$ cat config.mk
export PLATFORM = sky130hd
export DESIGN_NAME = sah_host
export DESIGN_NICKNAME = d
export VERILOG_FILES = /design/src/hw/sah_pkg.sv /design/src/hw/sah_host.sv
export VERILOG_INCLUDE_DIRS = /design/src /design/src/hw
export SDC_FILE = /design/constraint.sdc
export NUM_CORES = 1
export LEC_CHECK = 0
export BUFFER_PORTS_ARGS = -buffer_cell sky130_fd_sc_hd__buf_2
export CELL_PAD_IN_SITES_DETAIL_PLACEMENT = 1
export CELL_PAD_IN_SITES_GLOBAL_PLACEMENT = 1
export CORE_ASPECT_RATIO = 0.8
export CORE_MARGIN = 1
export CORE_UTILIZATION = 40
export DETAILED_ROUTE_END_ITERATION = 8
export GPL_ROUTABILITY_DRIVEN = 0
export PLACE_DENSITY_LB_ADDON = 0.1
export RECOVER_POWER = 100
export SLEW_MARGIN = 5
export SYNTH_ARGS = -nofsm -noshare
export SYNTH_HDL_FRONTEND = slang
export SYNTH_SLANG_ARGS = --single-unit
$ cat constraint.sdc
create_clock -name sys_clk -period 2.1 [get_ports sys_clk]
set_input_delay 0.42 -clock sys_clk [delete_from_list [all_inputs] [get_ports sys_clk]]
set_output_delay 0.42 -clock sys_clk [all_outputs]
set_load 0.01 [all_outputs]
$ cat src/hw/sah_defines.svh
// Timing figures and widths for the sampling converter host controller.
// Assumes a single system clock whose rate is given below in MHz.
`ifndef SAH_DEFINES_SVH
`define SAH_DEFINES_SVH

`define SAH_CLK_MHZ 200
`define SAH_DATA_W 8
`define SAH_CNT_W 16
// Printed times in ns
`define SAH_T_WR_NS 250
`define SAH_T_WR2RD_NS 250
`define SAH_T_GAP_NS 350
`define SAH_T_CONV_NS 660
`define SAH_T_ACC_NS (`SAH_T_CONV_NS - `SAH_T_WR_NS - `SAH_T_WR2RD_NS)
// Least times, rounded up to whole cycles
`define SAH_CYC_MIN(ns) (((ns) * `SAH_CLK_MHZ + 999) / 1000)
`define SAH_WR_CYC `SAH_CYC_MIN(`SAH_T_WR_NS)
`define SAH_WR2RD_CYC `SAH_CYC_MIN(`SAH_T_WR2RD_NS)
`define SAH_GAP_CYC `SAH_CYC_MIN(`SAH_T_GAP_NS)
`define SAH_ACC_CYC `SAH_CYC_MIN(`SAH_T_ACC_NS)
`define SAH_TIMEOUT_CYC 1000

`endif

$ cat src/hw/sah_pkg.sv
// Types for the sampling converter host controller.
// Assumes sah_defines.svh is on the include path.
`include "sah_defines.svh"

package sah_pkg;

    typedef enum logic [2:0] {
        SAH_IDLE = 3'b000,
        SAH_RD_WAIT = 3'b001,
        SAH_WR_PULSE = 3'b010,
        SAH_WR_WAIT = 3'b011,
        SAH_RD_ACC = 3'b100,
        SAH_FINISH = 3'b101
    } sah_state_t;

    typedef struct packed {
        sah_state_t state;
        logic [`SAH_CNT_W-1:0] cnt;
        logic [`SAH_CNT_W-1:0] gap;
        logic mode_lat;
        logic early_lat;
        logic rdy_seen_low;
        logic cs_n;
        logic rd_n;
        logic wr_out;
        logic wr_oe;
        logic mode_pin;
        logic busy;
        logic done;
        logic timeout;
        logic [`SAH_DATA_W-1:0] result;
        logic overrange;
        logic [1:0] int_sync;
        logic [1:0] rdy_sync;
        logic [1:0] ovr_sync;
        logic [2*`SAH_DATA_W-1:0] bus_sync;
    } sah_regs_t;

endpackage : sah_pkg

$ cat src/hw/sah_host.sv
// Host-side controller that starts conversions on a self-timed 8-bit
// sampling converter and fetches each result over its strobe pins.
// Assumes the converter's pins are wired straight to these ports, with an
// external pull-up on the shared write/ready line; one 200 MHz clock.
//
// Contract
// Interface-select low gives single-read mode, high gives write-then-read mode.
// Single-read: chip select and read held low until conversion completes and data read.
// Write-then-read: write pulse starts conversion, a later read fetches the result.
// Device samples input on the falling edge of the starting strobe.
// Host leaves at least 350 ns after a conversion before the next start.
// Device tracks input between conversions and holds it during one.
// Write-then-read conversion completes within 660 ns including read access.
// Early-read cycle period gives a maximum sample rate of 1 MHz.
// Each result is one of 256 codes on the eight-bit bus.
// Completion flag goes low at end, released by rising chip select or read.
// Host may read 250 ns after write rises without waiting for completion.
// Data outputs are driven only while read and chip select are low.
// Single-read mode: shared pin is open-drain wait, released at conversion end.
// Host keeps interface-select stable during a conversion.
`timescale 1ns/1ps
`include "sah_defines.svh"

module sah_host #(
    parameter int unsigned TIMEOUT_CYC = `SAH_TIMEOUT_CYC // Wait limit for completion
) (
    input wire logic sys_clk, // 200 MHz system clock
    input wire logic rst, // Synchronous reset, active high
    input wire logic start, // One-cycle request for a conversion
    input wire logic mode_sel, // 0 single-read, 1 write-then-read
    input wire logic early_read, // Write-then-read: read after fixed delay
    output logic busy, // High while a conversion or gap is running
    output logic done, // One-cycle pulse when result is valid
    output logic timeout, // One-cycle pulse when completion never came
    output logic [`SAH_DATA_W-1:0] result, // Last fetched code
    output logic overrange, // High if last fetched conversion was over range
    output logic cs_n, // Chip select pin, active low
    output logic rd_n, // Read strobe pin, active low
    output logic mode_pin, // Interface-select pin
    input wire logic wr_rdy_in, // Shared write/ready pin, level seen
    output logic wr_rdy_out, // Shared pin, level driven
    output logic wr_rdy_oe, // Shared pin, high while host drives it
    input wire logic done_n, // Completion flag pin, active low
    input wire logic overrange_flag_n, // Overrange pin, active low
    input wire logic [`SAH_DATA_W-1:0] result_bus // Three-state result pins
);

    localparam logic [`SAH_CNT_W-1:0] WR_CYC = `SAH_CNT_W'(`SAH_WR_CYC);
    localparam logic [`SAH_CNT_W-1:0] WR2RD_CYC = `SAH_CNT_W'(`SAH_WR2RD_CYC);
    localparam logic [`SAH_CNT_W-1:0] GAP_CYC = `SAH_CNT_W'(`SAH_GAP_CYC);
    localparam logic [`SAH_CNT_W-1:0] ACC_CYC = `SAH_CNT_W'(`SAH_ACC_CYC);
    localparam logic [`SAH_CNT_W-1:0] TMO_CYC = `SAH_CNT_W'(TIMEOUT_CYC);
    localparam logic [`SAH_CNT_W-1:0] CNT_ONE = `SAH_CNT_W'(1);

    sah_pkg::sah_regs_t r;
    sah_pkg::sah_regs_t next_r;

    logic int_low;
    logic rdy_high;
    logic gap_clear;

    // Synchronised pin levels; only the second stage is looked at
    assign int_low = !r.int_sync[1];
    assign rdy_high = r.rdy_sync[1];
    assign gap_clear = (r.gap == '0);

    // Next-state logic
    always_comb begin
        next_r = r;
        next_r.done = 1'b0;
        next_r.timeout = 1'b0;

        // Two flip-flops on every pin that comes from the converter
        next_r.int_sync = {r.int_sync[0], done_n};
        next_r.rdy_sync = {r.rdy_sync[0], wr_rdy_in};
        next_r.ovr_sync = {r.ovr_sync[0], overrange_flag_n};
        next_r.bus_sync = {r.bus_sync[`SAH_DATA_W-1:0], result_bus};

        // Inter-conversion gap counts down from each conversion's end
        if (!gap_clear) begin
            next_r.gap = r.gap - CNT_ONE;
        end

        case (r.state)
            sah_pkg::SAH_IDLE: begin
                // Mode pin follows the request only while no conversion runs
                next_r.mode_pin = mode_sel;
                next_r.wr_oe = mode_sel;
                next_r.wr_out = 1'b1;
                next_r.busy = !gap_clear;
                // Start waits for the gap; the pin must have settled a cycle
                if (start && gap_clear && (r.mode_pin == mode_sel)) begin
                    next_r.mode_lat = mode_sel;
                    next_r.early_lat = early_read;
                    next_r.busy = 1'b1;
                    next_r.cs_n = 1'b0;
                    next_r.cnt = '0;
                    next_r.rdy_seen_low = 1'b0;
                    if (mode_sel) begin
                        // Falling write edge starts and samples
                        next_r.wr_out = 1'b0;
                        next_r.state = sah_pkg::SAH_WR_PULSE;
                    end else begin
                        // Falling read edge starts and samples
                        next_r.rd_n = 1'b0;
                        next_r.state = sah_pkg::SAH_RD_WAIT;
                    end
                end
            end

            sah_pkg::SAH_RD_WAIT: begin
                // Strobes stay low like a stretched read with wait states
                next_r.cnt = r.cnt + CNT_ONE;
                if (!rdy_high) begin
                    next_r.rdy_seen_low = 1'b1;
                end
                // Ready released after it went low, or flag low, ends the wait
                if (int_low || (r.rdy_seen_low && rdy_high)) begin
                    next_r.cnt = '0;
                    next_r.state = sah_pkg::SAH_RD_ACC;
                end else if (r.cnt >= TMO_CYC) begin
                    next_r.timeout = 1'b1;
                    next_r.state = sah_pkg::SAH_FINISH;
                end
            end

            sah_pkg::SAH_WR_PULSE: begin
                // Write pulse long enough for the upper-nibble compare
                next_r.cnt = r.cnt + CNT_ONE;
                if (r.cnt >= WR_CYC - CNT_ONE) begin
                    next_r.wr_out = 1'b1;
                    next_r.cnt = '0;
                    next_r.state = sah_pkg::SAH_WR_WAIT;
                end
            end

            sah_pkg::SAH_WR_WAIT: begin
                // Early read shortens the cycle; else wait for the flag
                next_r.cnt = r.cnt + CNT_ONE;
                if (r.early_lat && (r.cnt >= WR2RD_CYC - CNT_ONE)) begin
                    next_r.rd_n = 1'b0;
                    next_r.cnt = '0;
                    next_r.state = sah_pkg::SAH_RD_ACC;
                end else if (!r.early_lat && int_low && (r.cnt >= WR2RD_CYC - CNT_ONE)) begin
                    next_r.rd_n = 1'b0;
                    next_r.cnt = '0;
                    next_r.state = sah_pkg::SAH_RD_ACC;
                end else if (r.cnt >= TMO_CYC) begin
                    next_r.timeout = 1'b1;
                    next_r.state = sah_pkg::SAH_FINISH;
                end
            end

            sah_pkg::SAH_RD_ACC: begin
                // Allow access time plus the two synchroniser stages
                next_r.cnt = r.cnt + CNT_ONE;
                if (r.cnt >= ACC_CYC + CNT_ONE) begin
                    next_r.result = r.bus_sync[2*`SAH_DATA_W-1:`SAH_DATA_W];
                    next_r.overrange = !r.ovr_sync[1];
                    next_r.done = 1'b1;
                    next_r.state = sah_pkg::SAH_FINISH;
                end
            end

            sah_pkg::SAH_FINISH: begin
                // Rising strobes release the flag and end the conversion
                next_r.cs_n = 1'b1;
                next_r.rd_n = 1'b1;
                next_r.wr_out = 1'b1;
                next_r.gap = GAP_CYC;
                next_r.busy = 1'b1;
                next_r.state = sah_pkg::SAH_IDLE;
            end

            default: begin
                next_r.state = sah_pkg::SAH_IDLE;
            end
        endcase
    end

    // State register; the shared pin stays undriven until mode is known
    always_ff @(posedge sys_clk) begin
        if (rst) begin
            r.state <= sah_pkg::SAH_IDLE;
            r.cnt <= '0;
            r.gap <= GAP_CYC;
            r.mode_lat <= 1'b0;
            r.early_lat <= 1'b0;
            r.rdy_seen_low <= 1'b0;
            r.cs_n <= 1'b1;
            r.rd_n <= 1'b1;
            r.wr_out <= 1'b1;
            r.wr_oe <= 1'b0;
            r.mode_pin <= 1'b0;
            r.busy <= 1'b1;
            r.done <= 1'b0;
            r.timeout <= 1'b0;
            r.result <= '0;
            r.overrange <= 1'b0;
            r.int_sync <= 2'h3;
            r.rdy_sync <= 2'h3;
            r.ovr_sync <= 2'h3;
            r.bus_sync <= '0;
        end else begin
            r <= next_r;
        end
    end

    // Every output straight from the state register
    assign busy = r.busy;
    assign done = r.done;
    assign timeout = r.timeout;
    assign result = r.result;
    assign overrange = r.overrange;
    assign cs_n = r.cs_n;
    assign rd_n = r.rd_n;
    assign mode_pin = r.mode_pin;
    assign wr_rdy_out = r.wr_out;
    assign wr_rdy_oe = r.wr_oe;

endmodule : sah_host

### Word level (Yosys, flattened, before mapping)

Cells that the tools add are included.

| word-level totals | value |
|---|---|
| register bits | 75 |
| input port bits | 16 |
| output and inout bits | 17 |
| logic and storage cells | 95 |

| cells by class | value |
|---|---|
| $add $sub $neg | 2 |
| $lt $le $gt $ge | 3 |
| equality and inequality tests | 12 |
| mux-type cells | 31 |
| bitwise gates (word level) | 1 |
| reductions and logical operators | 28 |

Operators by type and width:

| operator | count |
|---|---|
| one-hot mux 16 bit (5 select lines) | 1 |
| 2-to-1 mux 19 bit | 3 |
| greater-or-equal comparator 16 x 6 -> 1 bit (second input constant) | 2 |
| 2-to-1 mux 16 bit | 2 |
| adder 16 x 1 -> 16 bit (second input constant) | 1 |
| greater-or-equal comparator 16 x 10 -> 1 bit (second input constant) | 1 |
| zero test 16 bit | 1 |
| subtractor 16 x 1 -> 16 bit (second input constant) | 1 |
| one-hot mux 3 bit (5 select lines) | 1 |
| 2-to-1 mux 1 bit | 12 |
| 2-to-1 mux 3 bit | 4 |
| != test 2 bit (second input constant) | 5 |
| AND reduction 2 bit | 5 |
| one-hot mux 1 bit (2 select lines) | 4 |
| == test 3 x 2 -> 1 bit (second input constant) | 2 |
| == test 3 bit (second input constant) | 2 |
| logical AND 1 bit | 6 |
| one-hot mux 1 bit (3 select lines) | 2 |
| AND reduction 3 bit | 2 |
| nonzero test 3 bit | 2 |
| nonzero test 5 bit | 1 |
| zero test 1 bit | 4 |
| 2-to-1 mux 4 bit | 1 |
| AND reduction 4 bit | 1 |
| 9 further kinds | 11 |

### Depth between registers and ports, before layout

| depth | value |
|---|---|
| depth in word-level cells | 6 |
| mapped depth | 8 |
| gate-level depth less buffers | 7 |

### Least setup slack after synthesis

Ideal clock, no wire load.

| path | value |
|---|---|
| path type | flip-flop to flip-flop |
| start point | reg r[58] in the netlist's numbering |
| end point | reg r[60] in the netlist's numbering |
| setup time | 123 ps |
| data arrival time | 1,809 ps |
| required time | 1,977 ps |
| slack | 168 ps |
| cell stages (with the launch flop) | 9 |
| buffers on the path | 1 |
| clock period less this slack | 1,932 ps |
| cells stage by stage | dfxtp_1 -> inv_1 -> ha_1 -> nor4b_1 -> o21ai_2 -> o31ai_4 -> and2_1 -> buf_4 -> a221o_2 |

| on the way | value |
|---|---|
| word-level cells in the longest chain between the ends | 5 |
| elaborated cells between the ends (all ways) | 9 |
| those cells by class | add/sub (1); order compare (1); mux (5); reduce/logical (2) |

RTL lines:

| what | line | source |
|---|---|---|
| start, declared | sah_host.sv:55 | `sah_pkg::sah_regs_t r;` |
| start signal, assigned | sah_host.sv:205 | `r <= next_r;` |
| greater-or-equal comparator 16 x 6 -> 1 bit | sah_host.sv:130, sah_host.sv:140, sah_host.sv:144 |  |
| logical AND 1 bit | sah_host.sv:144 | `end else if (!r.early_lat && int_low && (r.cnt >= WR2RD_CYC - CNT_ONE)) begin` |
| 2-to-1 mux 16 bit | sah_host.sv:144 |  |
| 2-to-1 mux 19 bit | sah_host.sv:140 | `if (r.early_lat && (r.cnt >= WR2RD_CYC - CNT_ONE)) begin` |
| one-hot mux 16 bit (5 select lines) * | sah_host.sv:84 | `case (r.state)` |

Every way passes the cells marked *; elsewhere a longest branch is shown, timed or not. The select of a mux whose other input is x is not followed.
A chain may end at the register's enable or synchronous reset.

### Worst setup path in the final report

| path | value |
|---|---|
| start point | reg r[59] in the netlist's numbering |
| end point | reg r[75] in the netlist's numbering |

| on the way | value |
|---|---|
| word-level cells in the longest chain between the ends | 5 |
| elaborated cells between the ends (all ways) | 13 |
| those cells by class | order compare (3); eq/ne (2); mux (5); reduce/logical (3) |

RTL lines:

| what | line |
|---|---|
| greater-or-equal comparator 16 x 10 -> 1 bit or greater-or-equal comparator 16 x 6 -> 1 bit (tied branches) | n/a |
| 2-to-1 mux 3 bit or logical AND 1 bit (tied branches) | n/a |
| 2-to-1 mux 3 bit | sah_host.sv:144 |
| 2-to-1 mux 19 bit | sah_host.sv:140 |
| one-hot mux 3 bit (5 select lines) | sah_host.sv:84 |

Several ways; a longest one is shown, not always the timed one.

==> key figures <==
Placed design
  • Final HPWL DP: 6240 um
  • Post-DP Area: 3840 um^2
  • IO buf count: 32
  • DP Worst Slack: 71.5 ps

STA
  • Hold Slack: 240 ps
  • Final min period: 2010 ps
  • Slew Viols, Final: 0
  • Final worst slack: 92.0 ps
  • Setup Viol. Count Final: 0
  • Final number of hold-violating endpoints: 0
  • Max-slew headroom: 0.569
  • Clock skew: 10.9 ps
  • Worst Tran Pin Value: 647 ps
  • Final period util: 0.956
  • Fmax: 498 MHz

Clock network
  • Root Buffer: clkbuf_8
  • H-tree depth: 3
  • CTS sink cnt: 75
  • CTS clk-pin slew, worst paths: 80 ps
  • CTS tree: built
  • TritonCTS buffer count: 9
  • Max Root-Sink Buffers: 2
  • Postcts setup bufs: 0
  • Clk_lat worst skew: 360 ps

Floorplan
  • Die Y: 86.2 um
  • Full die area: 9240 um^2
  • Core area: 8520 um^2
  • Die Width: 107 um
  • Num rows: 30
  • Starting density of the core: 0.416
  • Number of placed I/O pins: 33

Cells and area
  • Fill cells: 996
  • Antenna diodes: 0
  • Multi-input logic area: 1860 um^2
  • Commonest non-fill, non-tap cell in the layout: dfxtp_1
  • FF/Latch Area: 1500 um^2
  • Fin area: 4030 um^2
  • Layout cells sized above 1: 0.207
  • # nets final: 436
  • Area growth from synthesis to layout: 13.7%
  • Utilization after layout: 0.473
  • Commonest cells after routing, fill and taps aside: dfxtp_1 (74), nor2_1 (44), clkbuf_1 (22)

Setup path
  • Crit path arrival time: 2300 ps
  • Cells on worst reg2reg path: 7
  • RR Startpoint: r[59]
  • Worst-path fanout max: 3
  • Reg-to-reg slack, setup: 90 ps
  • CP required: 2390 ps
  • Critical R2R Capture: r[75]
  • Worst Setup SP: r[59]
  • Crit Path Category: reg -> reg
  • Crit path launch type: register
  • CP Capture Type: register

Worst hold path
  • Worst hold path depth: 2
  • Worst min-delay path endpoint: next_r[17]
  • Hold path startpoint: overrange_flag_n
  • Worst hold path type: in -> reg

Global route
  • Vias in the first global route: 2820
  • Largest net degree at the start of global routing: 27
  • Total track usage: 0.201
  • First-pass GRT wire length: 14400 um
  • Antenna violations before repair: 0
  • Grt total ovfl: 0

Logic synthesis
  • Post-synthesis compound-gate area fraction: 0.165
  • Post-synthesis mux area share: 0.0318
  • Netlist cell types: 73
  • Syn_nets: 396
  • Sequential area share after synthesis: 0.424
  • Syn Area/Cell: 9.45 um^2
  • Cells after Synth: 375
  • Synth Area in Adders: 0.0177
  • Largest family of logic cells by synthesized area: simple AND/OR/NAND/NOR gates
  • Ys async rst share: 0
  • Top_reg_cell synth: dfxtp_1
  • EDFF count, synth: 0
  • Yosys warning count: 0
  • XOR/XNOR share of the synthesized area: 0.0272
  • Mapped Area: 3540 um^2
  • Post-synthesis register bit count: 75
  • Simple-gate portion of the synthesized area: 0.279

Status
  • Status: finished, final reports clean

Routing
  • DRC Markers: 0
  • Remaining antenna violation count after routing: 0
  • Drt total wl: 8550 um
  • Vias per cell: 5.40
  • DRT Pass-1 Iters: 4
  • Wirelength per Cell: 16.1 um
  • Via Count: 2874
  • DR iter-0 viols: 145

Power
  • P_leak: 0.00153 uW
  • Max rail drop VDD: 0.537 mV
  • PwrDens: 677 nW/um^2
  • Total power draw: 2730 uW

Flow run
  • Max-Cap Viols: 0
logic make-up after synthesis:
logic type | count (synthesis)
simple gates | 165
compound gates | 75
flops | 75
buf+inv | 33
xor+xnor | 11
mux | 11
fa+ha+maj | 5
worst max-delay path by stage:
| stage | cells after the start | slack, ps | endpoint |
|---|---|---|---|
| after CTS | 6 | 40 | timeout |
| final | 7 | 90 | r[75] |
| after floorplan | 8 | 170 | r[60] |
| after global placement | 6 | 90 | timeout |
| after detailed placement | 6 | 70 | timeout |
| after global routing | 7 | -30 | r[75] |
layout make-up:
| cell class | count | share of cell area |
|---|---|---|
| timing repair buffer | 54 | 0.0745 |
| sequential | 75 | 0.373 |
| inverter | 8 | 0.00745 |
| tap | 112 | 0.0348 |
| multi-input combinational | 267 | 0.462 |
| clock buffer | 11 | 0.0326 |
| clock inverter | 5 | 0.0158 |
critical path: stages (launching register included):
cell and delay, ps:
dfxtp_1 350, inv_1 80, ha_1 200, nor4b_2 290, o21ai_2 150, or3_1 370, or4_1 410, o21ai_1 90
metal layers:
metal  wire length, um  share of wire  track usage  vias up
li1                  -              -            -     1440
met2              3660           0.43        0.301       46
met4                65         0.0076       0.0598        0
met3               355          0.042       0.0504        5
met5                 0              0            0        -
met1              4480           0.52        0.285     1383
synth_stat cells, drive strengths merged, types with 2 or more instances:
cell,count,area [um^2]
a2111oi,3,38.8
a211o,2,17.5
a211oi,3,22.5
a21boi,4,30.0
a21o,3,25.0
a21oi,9,48.8
a221o,6,62.6
a22o,2,20.0
a22oi,2,15.0
a31oi,2,12.5
a32oi,2,17.5
a41oi,2,17.5
and2,6,37.5
and3,4,26.3
and4,7,63.8
buf,17,129
clkbuf,8,40.0
dfxtp,75,1500
ha,5,62.6
inv,8,30.0
mux2,2,22.5
mux2i,9,90.1
nand2,18,67.6
nand2b,3,18.8
nand3,10,50.1
nand4,10,77.6
nor2,45,176
nor2b,19,119
nor3,7,40.0
nor3b,4,35.0
nor4,3,40.0
nor4b,6,71.3
o211a,2,20.0
o211ai,5,37.5
o21a,2,15.0
o21ai,16,87.6
o31ai,5,51.3
or2,7,43.8
or3,5,32.5
or4,7,53.8
xnor2,8,70.1
xor2,3,26.3
sequential cells by signal, indices dropped and copies added (netlist names):
| name | flops |
|---|---|
| busy | 1 |
| cs_n | 1 |
| done | 1 |
| mode_pin | 1 |
| next_r | 11 |
| overrange | 1 |
| r | 48 |
| rd_n | 1 |
| result | 8 |
| timeout | 1 |
| wr_rdy_out | 1 |
repair_timing:
action	CTS	global route
hold buffers	0	0
endpoints found under the hold margin	0	0
endpoints found under the setup margin	0	18
gates resized for setup	0	7
through the flow:
stage / cells / TNS, ps
floorplan: 375 / 0
global placement: 516 / 0
detailed placement: 516 / 0
CTS: 532 / 0
global route: 532 / -152
finish: 532 / 0
power breakdown:
part | internal, uW | switching, uW
sequential | 1450 | 19.0
clock | 556 | 561
combinational | 56.6 | 81.8
(Power assumes the default switching activity.)
